### config.mk
export PLATFORM = sky130hd
export DESIGN_NAME = pmx_port_pin_mux
export DESIGN_NICKNAME = d
export VERILOG_FILES = /design/src/hw/pmx_pkg.sv /design/src/hw/pmx_port_pin_mux.sv
export SDC_FILE = /design/constraint.sdc
export NUM_CORES = 1
export LEC_CHECK = 0
export BUFFER_PORTS_ARGS = -buffer_cell sky130_fd_sc_hd__buf_2
export CAP_MARGIN = 20
export CORE_UTILIZATION = 55
export CTS_BUF_LIST = sky130_fd_sc_hd__clkbuf_2 sky130_fd_sc_hd__clkbuf_4 sky130_fd_sc_hd__clkbuf_8
export CTS_CLUSTER_SIZE = 16
export DETAILED_ROUTE_END_ITERATION = 12
export PLACE_DENSITY_LB_ADDON = 0.12
export SYNTH_ARGS = -nofsm -noshare
export SYNTH_HDL_FRONTEND = slang
export SYNTH_SLANG_ARGS = --single-unit
export TNS_END_PERCENT = 50
### constraint.sdc
create_clock -name clk_in -period 8.2 [get_ports clk_in]
set_input_delay 0.41 -clock clk_in [delete_from_list [all_inputs] [get_ports clk_in]]
set_output_delay 0.41 -clock clk_in [all_outputs]
set_load 0.01 [all_outputs]
### src/hw/pmx_pkg.sv
// Notes on behaviour
// - full variant: decoder, pwm and spi pads pick their primary function after reset.
// - during reset pwm and spi output drivers are off and every pad is pulled up.
// - a pad in general-purpose mode has its own direction, independent of neighbours.
// - four pads can show oscillator, system, doubled system and prescaler clocks.
// - spi clock pad drives as master and feeds the clock input as slave.
// - a master presents each master-out bit half a clock before the slave samples.
// - a slave floats master-in while its select is not asserted.
// - a slave presents each master-in bit half a clock before the master samples.
// - in slave mode an asserted select marks the transfer as addressed to this spi.
// - spi master-in and select pads can carry second serial receive and transmit.
// - three pwm pads can carry the second spi select, master-in and master-out.
// - both variants select primary spi clock, data and select after reset.
// - a pad switched to general-purpose mode comes up as an input; here it takes the direction written in the same configuration write.
package pmx_pkg;

    // ------------------------------------------------------------
    // pad indices: port b pads 0..7, port a pads 8..12
    // ------------------------------------------------------------
    localparam int NPAD   = 13;
    localparam int PAD_B0 = 0;   // spi select / serial transmit
    localparam int PAD_B1 = 1;   // spi master-in / serial receive
    localparam int PAD_B2 = 2;   // spi master-out
    localparam int PAD_B3 = 3;   // spi clock
    localparam int PAD_B4 = 4;   // home / timer 3 / prescaler clock
    localparam int PAD_B5 = 5;   // index / timer 2 / system clock
    localparam int PAD_B6 = 6;   // phase b / timer 1 / doubled system clock
    localparam int PAD_B7 = 7;   // phase a / timer 0 / oscillator clock
    localparam int PAD_A0 = 8;   // pwm outputs 0..4 on 8..12
    localparam int PAD_A2 = 10;  // pwm 2 / second spi select
    localparam int PAD_A3 = 11;  // pwm 3 / second spi master-in
    localparam int PAD_A4 = 12;  // pwm 4 / second spi master-out

    localparam logic [NPAD-1:0] CLK_PAD_MASK  = 13'h00f0;
    localparam logic [NPAD-1:0] SPI_PAD_MASK  = 13'h000f;
    localparam logic [NPAD-1:0] RST_DIR       = 13'h0000;  // gpio comes up as input
    localparam logic [NPAD-1:0] RST_GPIO_OUT  = 13'h0000;

    // ------------------------------------------------------------
    // function selection per pad
    // ------------------------------------------------------------
    typedef enum logic [2:0] {
        SEL_PRI  = 3'h0,
        SEL_ALT  = 3'h1,
        SEL_GPIO = 3'h2,
        SEL_CLK  = 3'h3,
        SEL_NONE = 3'h4
    } pmx_sel_t;

    typedef struct packed {
        pmx_sel_t [NPAD-1:0] sel;
        logic [NPAD-1:0]     dir;   // 1 = output in gpio mode
        logic [NPAD-1:0]     dout;
    } pmx_cfg_t;

    // signals from the internal peripherals toward the pads
    typedef struct packed {
        logic [3:0] timer_o;
        logic [3:0] timer_oe;
        logic [3:0] mon_clk;        // osc, doubled system, system, prescaler (index 0..3)
        logic       spi0_master;
        logic       spi0_sck_o;
        logic       spi0_mosi_o;
        logic       spi0_miso_o;
        logic       spi1_master;
        logic       spi1_mosi_o;
        logic       spi1_miso_o;
        logic       sci1_txd;
        logic [4:0] motor_pwm;
    } pmx_per_out_t;

    // signals from the pads toward the internal peripherals
    typedef struct packed {
        logic            decoder_phase_a;
        logic            decoder_phase_b;
        logic            decoder_index;
        logic            decoder_home;
        logic [3:0]      timer_i;
        logic            spi0_sck_i;
        logic            spi0_mosi_i;
        logic            spi0_miso_i;
        logic            spi0_sel_n;
        logic            sci1_rxd;
        logic            spi1_sel_n;
        logic            spi1_miso_i;
        logic            spi1_mosi_i;
        logic [NPAD-1:0] gpio_i;
    } pmx_per_in_t;

    localparam pmx_per_in_t RST_PER_IN = '{spi0_sel_n: 1'b1, sci1_rxd: 1'b1,
                                           spi1_sel_n: 1'b1, default: '0};

    // reset selection: reduced variant leaves decoder and pwm pads unselected
    function automatic pmx_sel_t [NPAD-1:0] pmx_reset_sel(input bit full);
        pmx_sel_t [NPAD-1:0] s;
        for (int i = 0; i < NPAD; i++) begin
            s[i] = (full || SPI_PAD_MASK[i]) ? SEL_PRI : SEL_NONE;
        end
        return s;
    endfunction : pmx_reset_sel

endpackage : pmx_pkg

### src/hw/pmx_port_pin_mux.sv
`timescale 1ns/100ps
`default_nettype none
module pmx_port_pin_mux
    import pmx_pkg::*;
#(
    parameter bit FULL_FEATURE = 1'b1
) (
    // clock and reset
    input  wire logic             clk_in,
    input  wire logic             resetn_in,
    // configuration
    input  wire logic             cfg_wr_in,
    input  wire pmx_cfg_t         cfg_in,
    // peripheral side
    input  wire pmx_per_out_t     per_in,
    output var  pmx_per_in_t      per_out,
    // pad side
    input  wire logic [NPAD-1:0]  pad_in,
    output logic [NPAD-1:0]       pad_out,
    output logic [NPAD-1:0]       pad_oe_out,
    output logic [NPAD-1:0]       pad_pu_out
);

    localparam pmx_sel_t [NPAD-1:0] RST_SEL = pmx_reset_sel(FULL_FEATURE);

    // ------------------------------------------------------------
    // reset release
    // ------------------------------------------------------------
    logic rst_meta_q;
    logic rst_q;

    // async assert, release through two flops
    always_ff @(posedge clk_in or negedge resetn_in) begin
        if (!resetn_in) begin
            rst_meta_q <= 1'b0;
            rst_q      <= 1'b0;
        end else begin
            rst_meta_q <= 1'b1;
            rst_q      <= rst_meta_q;
        end
    end

    // ------------------------------------------------------------
    // selection and drive
    // ------------------------------------------------------------
    pmx_sel_t [NPAD-1:0] sel_q,  sel_d;
    logic [NPAD-1:0]     dir_q,  dir_d;
    logic [NPAD-1:0]     gout_q, gout_d;
    logic [NPAD-1:0]     out_q,  out_d;
    logic [NPAD-1:0]     oe_q,   oe_d;
    logic [NPAD-1:0]     pu_q,   pu_d;
    pmx_per_in_t         pin_q,  pin_d;
    logic [NPAD-1:0]     pri_o, pri_oe, alt_o, alt_oe, clk_o;
    logic                ss0_n, ss1_n;

    // only the chosen function reaches the pad; the rest is ignored
    function automatic logic [1:0] pmx_drive(input pmx_sel_t s, input logic po,
                                             input logic poe, input logic ao,
                                             input logic aoe, input logic goe,
                                             input logic go, input logic co);
        logic [1:0] r;
        r = 2'h0;
        unique case (s)
            SEL_PRI:  r = {poe, po};
            SEL_ALT:  r = {aoe, ao};
            SEL_GPIO: r = {goe, go};
            SEL_CLK:  r = {1'b1, co};
            default:  r = 2'h0;  // unselected or illegal code floats the pad
        endcase
        return r;
    endfunction : pmx_drive

    // next values of configuration, pad drive and peripheral inputs
    always_comb begin
        logic [1:0] d;
        pmx_sel_t   s;
        d      = 2'h0;
        s      = SEL_NONE;
        sel_d  = cfg_wr_in ? cfg_in.sel  : sel_q;
        dir_d  = cfg_wr_in ? cfg_in.dir  : dir_q;
        gout_d = cfg_wr_in ? cfg_in.dout : gout_q;
        // slave selects are read live so master-in floats the same edge
        ss0_n  = (sel_q[PAD_B0] == SEL_PRI) ? pad_in[PAD_B0] : 1'b1;
        ss1_n  = (sel_q[PAD_A2] == SEL_ALT) ? pad_in[PAD_A2] : 1'b1;
        pri_o  = '0;
        pri_oe = '0;
        alt_o  = '0;
        alt_oe = '0;
        clk_o  = '0;
        // decoder pads are inputs in their primary role; timers and monitors as alternates
        for (int k = 0; k < 4; k++) begin
            alt_o[PAD_B7-k]  = per_in.timer_o[k];
            alt_oe[PAD_B7-k] = per_in.timer_oe[k];
            clk_o[PAD_B7-k]  = per_in.mon_clk[k];
        end
        pri_o[PAD_B3]  = per_in.spi0_sck_o;
        pri_oe[PAD_B3] = per_in.spi0_master;
        pri_o[PAD_B2]  = per_in.spi0_mosi_o;
        pri_oe[PAD_B2] = per_in.spi0_master;
        pri_o[PAD_B1]  = per_in.spi0_miso_o;
        pri_oe[PAD_B1] = !per_in.spi0_master && !ss0_n;
        alt_o[PAD_B0]  = per_in.sci1_txd;
        alt_oe[PAD_B0] = 1'b1;
        for (int k = 0; k < 5; k++) begin
            pri_o[PAD_A0+k]  = per_in.motor_pwm[k];
            pri_oe[PAD_A0+k] = 1'b1;
        end
        alt_o[PAD_A3]  = per_in.spi1_miso_o;
        alt_oe[PAD_A3] = !per_in.spi1_master && !ss1_n;
        alt_o[PAD_A4]  = per_in.spi1_mosi_o;
        alt_oe[PAD_A4] = per_in.spi1_master;
        for (int i = 0; i < NPAD; i++) begin
            s = sel_q[i];
            if (s == SEL_CLK && !CLK_PAD_MASK[i]) begin
                s = SEL_NONE;
            end
            d = pmx_drive(s, pri_o[i], pri_oe[i], alt_o[i], alt_oe[i],
                          dir_q[i], gout_q[i], clk_o[i]);
            oe_d[i]  = d[1];
            out_d[i] = d[0];
            pu_d[i]  = !d[1];
        end
        // inputs toward peripherals; deselected ones rest at idle levels
        pin_d                 = RST_PER_IN;
        pin_d.decoder_phase_a = (sel_q[PAD_B7] == SEL_PRI) && pad_in[PAD_B7];
        pin_d.decoder_phase_b = (sel_q[PAD_B6] == SEL_PRI) && pad_in[PAD_B6];
        pin_d.decoder_index   = (sel_q[PAD_B5] == SEL_PRI) && pad_in[PAD_B5];
        pin_d.decoder_home    = (sel_q[PAD_B4] == SEL_PRI) && pad_in[PAD_B4];
        for (int k = 0; k < 4; k++) begin
            pin_d.timer_i[k] = (sel_q[PAD_B7-k] == SEL_ALT) && pad_in[PAD_B7-k];
        end
        pin_d.spi0_sck_i  = (sel_q[PAD_B3] == SEL_PRI) && pad_in[PAD_B3];
        pin_d.spi0_mosi_i = (sel_q[PAD_B2] == SEL_PRI) && pad_in[PAD_B2];
        pin_d.spi0_miso_i = (sel_q[PAD_B1] == SEL_PRI) && pad_in[PAD_B1];
        pin_d.spi0_sel_n  = ss0_n;
        pin_d.sci1_rxd    = (sel_q[PAD_B1] == SEL_ALT) ? pad_in[PAD_B1] : 1'b1;
        pin_d.spi1_sel_n  = ss1_n;
        pin_d.spi1_miso_i = (sel_q[PAD_A3] == SEL_ALT) && pad_in[PAD_A3];
        pin_d.spi1_mosi_i = (sel_q[PAD_A4] == SEL_ALT) && pad_in[PAD_A4];
        for (int i = 0; i < NPAD; i++) begin
            pin_d.gpio_i[i] = (sel_q[i] == SEL_GPIO) && pad_in[i];
        end
    end

    // one flop stage on every path keeps clock and data aligned at the pads
    always_ff @(posedge clk_in or negedge rst_q) begin
        if (!rst_q) begin
            sel_q  <= RST_SEL;
            dir_q  <= RST_DIR;
            gout_q <= RST_GPIO_OUT;
            out_q  <= '0;
            oe_q   <= '0;
            pu_q   <= '1;
            pin_q  <= RST_PER_IN;
        end else begin
            sel_q  <= sel_d;
            dir_q  <= dir_d;
            gout_q <= gout_d;
            out_q  <= out_d;
            oe_q   <= oe_d;
            pu_q   <= pu_d;
            pin_q  <= pin_d;
        end
    end

    assign pad_out    = out_q;
    assign pad_oe_out = oe_q;
    assign pad_pu_out = pu_q;
    assign per_out    = pin_q;
endmodule : pmx_port_pin_mux
`default_nettype wire

Yosys cells after proc, flatten, opt, wreduce, memory -nomap -nowiden:

Index checks and enable logic that the tools add are counted.
Widths: inputs -> output; s select.

* equality and inequality tests: 55
* mux-type cells: 25
* reduce and logical (&&, ||, !) cells: 61

Operator list (count)
* $eq 3x2->1 const B: 44
* $pmux 2 s3: 11
* $logic_not 3->1: 16
* $eq 3x1->1 const B: 11
* $logic_and 1x1->1: 28
* $mux 3: 9
* $logic_not 1->1: 17
* $pmux 2 s4: 2
* $mux 1: 3

* flip-flop bits (word level): 135
* bits of input ports: 106
* output and inout bits: 68
* logic and storage cells: 175

Logic depth before layout (Yosys ltp):

* word-level depth: 6
* mapped depth: 4
* depth with buffers taken out: 3

Least setup slack after synthesis:

OpenSTA, ideal clock, no wires.

* path type: input port to flip-flop
* start point: input cfg_wr_in
* end point: register dir_q[1]
* setup time: 0.125 ns
* arrival: 1.251 ns
* required time: 8.075 ns
* setup slack: 6.825 ns
* cell stages on the path: 3
* path buffers: 2
* cell sequence: clkbuf_1 > buf_2 > mux2_2

RTL lines
* start, declared: RTL line pmx_port_pin_mux.sv:12 `input wire logic cfg_wr_in,`
* end signal, assigned: RTL line pmx_port_pin_mux.sv:157 `dir_q <= dir_d;`
* end, declared: RTL line pmx_port_pin_mux.sv:47 `logic [NPAD-1:0] dir_q, dir_d;`

No word-level cell between the ends.

==> flow_summary.html <==
<table>
<tr><th>Metric</th><th>Value</th></tr>
<tr><th colspan="2">Run status</th></tr>
<tr><td>Status</td><td>finished clean</td></tr>
<tr><th colspan="2">Synthesis</th></tr>
<tr><td>Top_reg_cell synth</td><td>sky130_fd_sc_hd__dfrtp_1</td></tr>
<tr><td>Post-synth EDFFs</td><td>0</td></tr>
<tr><td>Per-instance average area after synthesis</td><td>14.35 sq um</td></tr>
<tr><td>Synthesized netlist cell count</td><td>348</td></tr>
<tr><td>Synth Register Bits</td><td>135</td></tr>
<tr><td>Total number of yosys warnings</td><td>0</td></tr>
<tr><td>Proportion of register bits with asynchronous set or reset after synthesis</td><td>1.000</td></tr>
<tr><td>Post-synthesis cell area</td><td>4995 sq um</td></tr>
<tr><td>Biggest area contributors in the synthesized netlist</td><td>sky130_fd_sc_hd__dfrtp_1, sky130_fd_sc_hd__mux2_1, sky130_fd_sc_hd__dfstp_2</td></tr>
<tr><td>Area fraction of the dominant cell type after synthesis</td><td>0.5962</td></tr>
<tr><td>Fraction of the yosys area taken by sequential cells</td><td>0.6804</td></tr>
<tr><td>Post-synth cell types</td><td>31</td></tr>
<tr><td>Cell type contributing the most total cell area after synthesis</td><td>sky130_fd_sc_hd__dfrtp_1</td></tr>
<tr><td>Post-synth net total</td><td>454</td></tr>
<tr><th colspan="2">STA</th></tr>
<tr><td>Ratio of final minimum period to clock period</td><td>0.1791</td></tr>
<tr><td>Maximum clock rate</td><td>681.0 MHz</td></tr>
<tr><td>Number of setup violations in the final report</td><td>0</td></tr>
<tr><td>PnR worst setup slack</td><td>6.732 ns</td></tr>
<tr><td>Worst-case headroom to the max-slew limit</td><td>0.4134</td></tr>
<tr><td>Total Negative Setup Slacks</td><td>0 ns</td></tr>
<tr><td>Hold Fails Final Rpt</td><td>0</td></tr>
<tr><td>Pins Over Slew Limit</td><td>0</td></tr>
<tr><td>Worst Tran Pin Value</td><td>0.8800 ns</td></tr>
<tr><td>Post-layout minimum cycle time</td><td>1.468 ns</td></tr>
<tr><td>Unrepaired setup endpoints after global routing</td><td>no</td></tr>
<tr><td>Final Skew</td><td>0.01456 ns</td></tr>
<tr><th colspan="2">Clock tree</th></tr>
<tr><td>Maximum clock path buffer count</td><td>2</td></tr>
<tr><td>Max H-tree Level</td><td>4</td></tr>
<tr><td>Num CTS Buffers</td><td>17</td></tr>
<tr><td>TritonCTS clock tree</td><td>done</td></tr>
<tr><td>Post-CTS setup-driven buffer insertion count</td><td>0</td></tr>
<tr><td>Clock tree root buffer cell</td><td>sky130_fd_sc_hd__clkbuf_8</td></tr>
<tr><td>Register clock-pin slew on the reported worst setup and hold paths</td><td>0.08 ns</td></tr>
<tr><td>Clk sink count</td><td>135</td></tr>
<tr><td>Clock network latency to the later pin of the worst-skew pair</td><td>0.41 ns</td></tr>
<tr><th colspan="2">Drt</th></tr>
<tr><td>Average routed wire per standard cell</td><td>14.70 microns</td></tr>
<tr><td>DR iter-0 viols</td><td>77</td></tr>
<tr><td>DRC Markers</td><td>0</td></tr>
<tr><td>Final ANT Viol Nets</td><td>0</td></tr>
<tr><td>First-pass iteration count of the detailed router</td><td>4</td></tr>
<tr><td>Via total after detailed routing</td><td>3,293</td></tr>
<tr><td>Mean number of vias per cell</td><td>5.043</td></tr>
<tr><td>Wire length reported by the detailed router</td><td>9.600 mm</td></tr>
<tr><th colspan="2">GRT</th></tr>
<tr><td>Number of antenna violations at the first check in global routing</td><td>0</td></tr>
<tr><td>Global Route Usage Sum</td><td>0.2179</td></tr>
<tr><td>Aggregate global routing overflow</td><td>0</td></tr>
<tr><td>Pin count of the biggest net entering global routing</td><td>91</td></tr>
<tr><td>Via count of the first global-routing pass</td><td>3,517</td></tr>
<tr><td>First-pass GRT wire length</td><td>16.04 mm</td></tr>
<tr><th colspan="2">Power and ir drop</th></tr>
<tr><td>Leakage power</td><td>3.294 nW</td></tr>
<tr><td>Worst supply voltage drop on vdd</td><td>0.1532 mV</td></tr>
<tr><td>Power per standard cell area</td><td>236.2 nW/um^2</td></tr>
<tr><th colspan="2">Critical path</th></tr>
<tr><td>Setup crit end kind</td><td>asynchronous set/reset pin</td></tr>
<tr><td>Reg-to-Reg End</td><td>pad_pu_out[1]$_DFF_PN1_</td></tr>
<tr><td>Worst path max stage delay</td><td>0.78 ns</td></tr>
<tr><td>Arrival time reported for the critical path endpoint</td><td>1.98 ns</td></tr>
<tr><td>Largest fanout of any net on the critical path</td><td>68</td></tr>
<tr><td>Register-to-register path setup slack</td><td>6.73 ns</td></tr>
<tr><td>Crit path depth</td><td>2</td></tr>
<tr><td>Worst path bufs/invs</td><td>2</td></tr>
<tr><td>Highest-delay cell along the critical path</td><td>sky130_fd_sc_hd__dfrtp_4</td></tr>
<tr><td>Critical-path cell list</td><td>buf_4 &gt; buf_16</td></tr>
<tr><td>Start-to-end type of the worst setup path</td><td>reg2async</td></tr>
<tr><td>Critical path data required time</td><td>8.71 ns</td></tr>
<tr><td>Nature of the critical path startpoint</td><td>flop</td></tr>
<tr><td>FF-to-FF path depth</td><td>2</td></tr>
<tr><td>Worst path top cell family by delay</td><td>flip-flops</td></tr>
<tr><td>Source of the worst register-to-register timing path</td><td>rst_q$_DFF_PN0_</td></tr>
<tr><th colspan="2">Placed design</th></tr>
<tr><td>Post-DP Area</td><td>5962 sq um</td></tr>
<tr><td>Quantity of I/O buffers inserted on ports</td><td>173</td></tr>
<tr><td>Pre-CTS setup slack</td><td>6.308 ns</td></tr>
<tr><td>HPWL after detailed placement</td><td>6.684 mm</td></tr>
<tr><td>Placer Congestion</td><td>0.8303</td></tr>
<tr><th colspan="2">Die</th></tr>
<tr><td>Die footprint</td><td>9466 sq um</td></tr>
<tr><td>Area of the core</td><td>8763 sq um</td></tr>
<tr><td>Ports</td><td>174</td></tr>
<tr><td>Placement Rows</td><td>34</td></tr>
<tr><td>Die Span Y</td><td>97.30 microns</td></tr>
<tr><td>Die width</td><td>97.30 microns</td></tr>
<tr><td>Initial Util</td><td>0.5700</td></tr>
<tr><th colspan="2">Cells and area</th></tr>
<tr><td>Nets</td><td>638</td></tr>
<tr><td>Fraction of layout cells with a size suffix above 1</td><td>0.4385</td></tr>
<tr><td>Most common cell after layout, fill and taps aside</td><td>sky130_fd_sc_hd__buf_2</td></tr>
<tr><td>Leading cell types in the layout, fill and taps excluded</td><td>sky130_fd_sc_hd__buf_2, sky130_fd_sc_hd__dfrtp_1, sky130_fd_sc_hd__mux2_1, sky130_fd_sc_hd__nand2_1, sky130_fd_sc_hd__clkbuf_8</td></tr>
<tr><td>Total inserted antenna cells</td><td>0</td></tr>
<tr><td>Layout-stage area growth over the synthesis result</td><td>29.01%</td></tr>
<tr><td>Total non-filler cell area in the finished layout</td><td>6444 sq um</td></tr>
<tr><th colspan="2">Min path</th></tr>
<tr><td>Origin of the worst min-delay path</td><td>cfg_in[47]</td></tr>
<tr><td>Number of cells traversed by the worst hold path</td><td>2</td></tr>
<tr><td>Endpoint, Worst Hold</td><td>sel_q[21]$_DFFE_PN0P_</td></tr>
<tr><td>Type of the most critical hold path</td><td>in2reg</td></tr>
<tr><th colspan="2">Job</th></tr>
<tr><td>Max-capacitance violation count</td><td>0</td></tr>
</table>
-- state kept, by name, summed over array words and instances, names as in the netlist --
| signal | flops |
|---|---|
| pad_oe_out | 13 |
| dir_q | 13 |
| gout_q | 13 |
| pad_pu_out | 13 |
| rst_meta_q | 1 |
| pad_out | 13 |
| per_out | 29 |
| rst_q | 1 |
| sel_q | 39 |
-- logic make-up after synthesis --
group                  Yosys count  share of synthesized area
DFF                            135                     0.6804
and+or+nand+nor                 73                    0.08793
muxes                           69                     0.1531
AOI/OAI and AO/OA               41                    0.05461
buffers and inverters           29                    0.02330
other                            1                  0.0007508
-- how the worst max path moves through the flow --
stage	from	to	slack, ns
floorplan	rst_q$_DFF_PN0_	dir_q[0]$_DFFE_PN0P_	4.19
global placement	rst_q$_DFF_PN0_	pad_oe_out[9]$_DFF_PN0_	6.35
detailed placement	rst_q$_DFF_PN0_	pad_oe_out[9]$_DFF_PN0_	6.31
CTS	rst_q$_DFF_PN0_	gout_q[8]$_DFFE_PN0P_	6.30
global route	rst_q$_DFF_PN0_	per_out[16]$_DFF_PN1_	6.52
finish	rst_q$_DFF_PN0_	pad_pu_out[1]$_DFF_PN1_	6.73
-- power by group --
part	internal (mW)	switching, mW
registers	0.729	0.0437
logic	0.0820	0.0744
clock network	0.351	0.242
total	1.16	0.360
-- synthesized netlist by cell type (2+ instances only) --
master and count:
sky130_fd_sc_hd__dfrtp_1 119, sky130_fd_sc_hd__mux2_1 49, sky130_fd_sc_hd__nand2_1 22, sky130_fd_sc_hd__inv_1 17
sky130_fd_sc_hd__dfstp_2 16, sky130_fd_sc_hd__nor4bb_1 12, sky130_fd_sc_hd__mux2_2 10, sky130_fd_sc_hd__mux2i_1 10
sky130_fd_sc_hd__nor2_1 10, sky130_fd_sc_hd__o21ai_1 10, sky130_fd_sc_hd__a211oi_1 8, sky130_fd_sc_hd__a21oi_1 7
sky130_fd_sc_hd__nor3_1 7, sky130_fd_sc_hd__and3_1 6, sky130_fd_sc_hd__buf_2 6, sky130_fd_sc_hd__clkbuf_1 6
sky130_fd_sc_hd__a21o_1 5, sky130_fd_sc_hd__o21ai_0 5, sky130_fd_sc_hd__nor2b_1 4, sky130_fd_sc_hd__nor4b_1 4
sky130_fd_sc_hd__nand2b_1 3, sky130_fd_sc_hd__o21bai_1 2, sky130_fd_sc_hd__or4b_1 2
-- per-stage QoR --
stage                     hold WS [ns]    util  std cells  power (mW)
after global placement          0.1950  0.6803        619      0.9333
after global routing            0.1898  0.7353        653       1.590
final                           0.2111  0.7353        653       1.522
after CTS                       0.1862  0.7322        652       1.536
after detailed placement        0.1968  0.6803        619      0.9412
after floorplan                 0.1144       -        348      0.8662
-- layout make-up --
cell class	count	area [sq um]
fill	630	2320
inverter	17	63.81
multi-input combinational	184	1480
clock inverter	12	175.2
sequential	135	3402
timing repair buffer	177	918.4
clock buffer	20	269.0
tap	108	135.1
-- routing by layer --
layer / wire (microns) / vias up / track usage
met5: 0 / - / 0
met4: 229 / 0 / 0.09389
met3: 623 / 18 / 0.07050
met2: 4739 / 118 / 0.3651
met1: 4007 / 1575 / 0.2593
li1: - / 1582 / -
-- repair_timing --
item	in CTS	in global routing
hold buffers	1	0
resized for setup	0	0
endpoints found under the hold margin	2	0
Power figures use the tool's default switching activity.
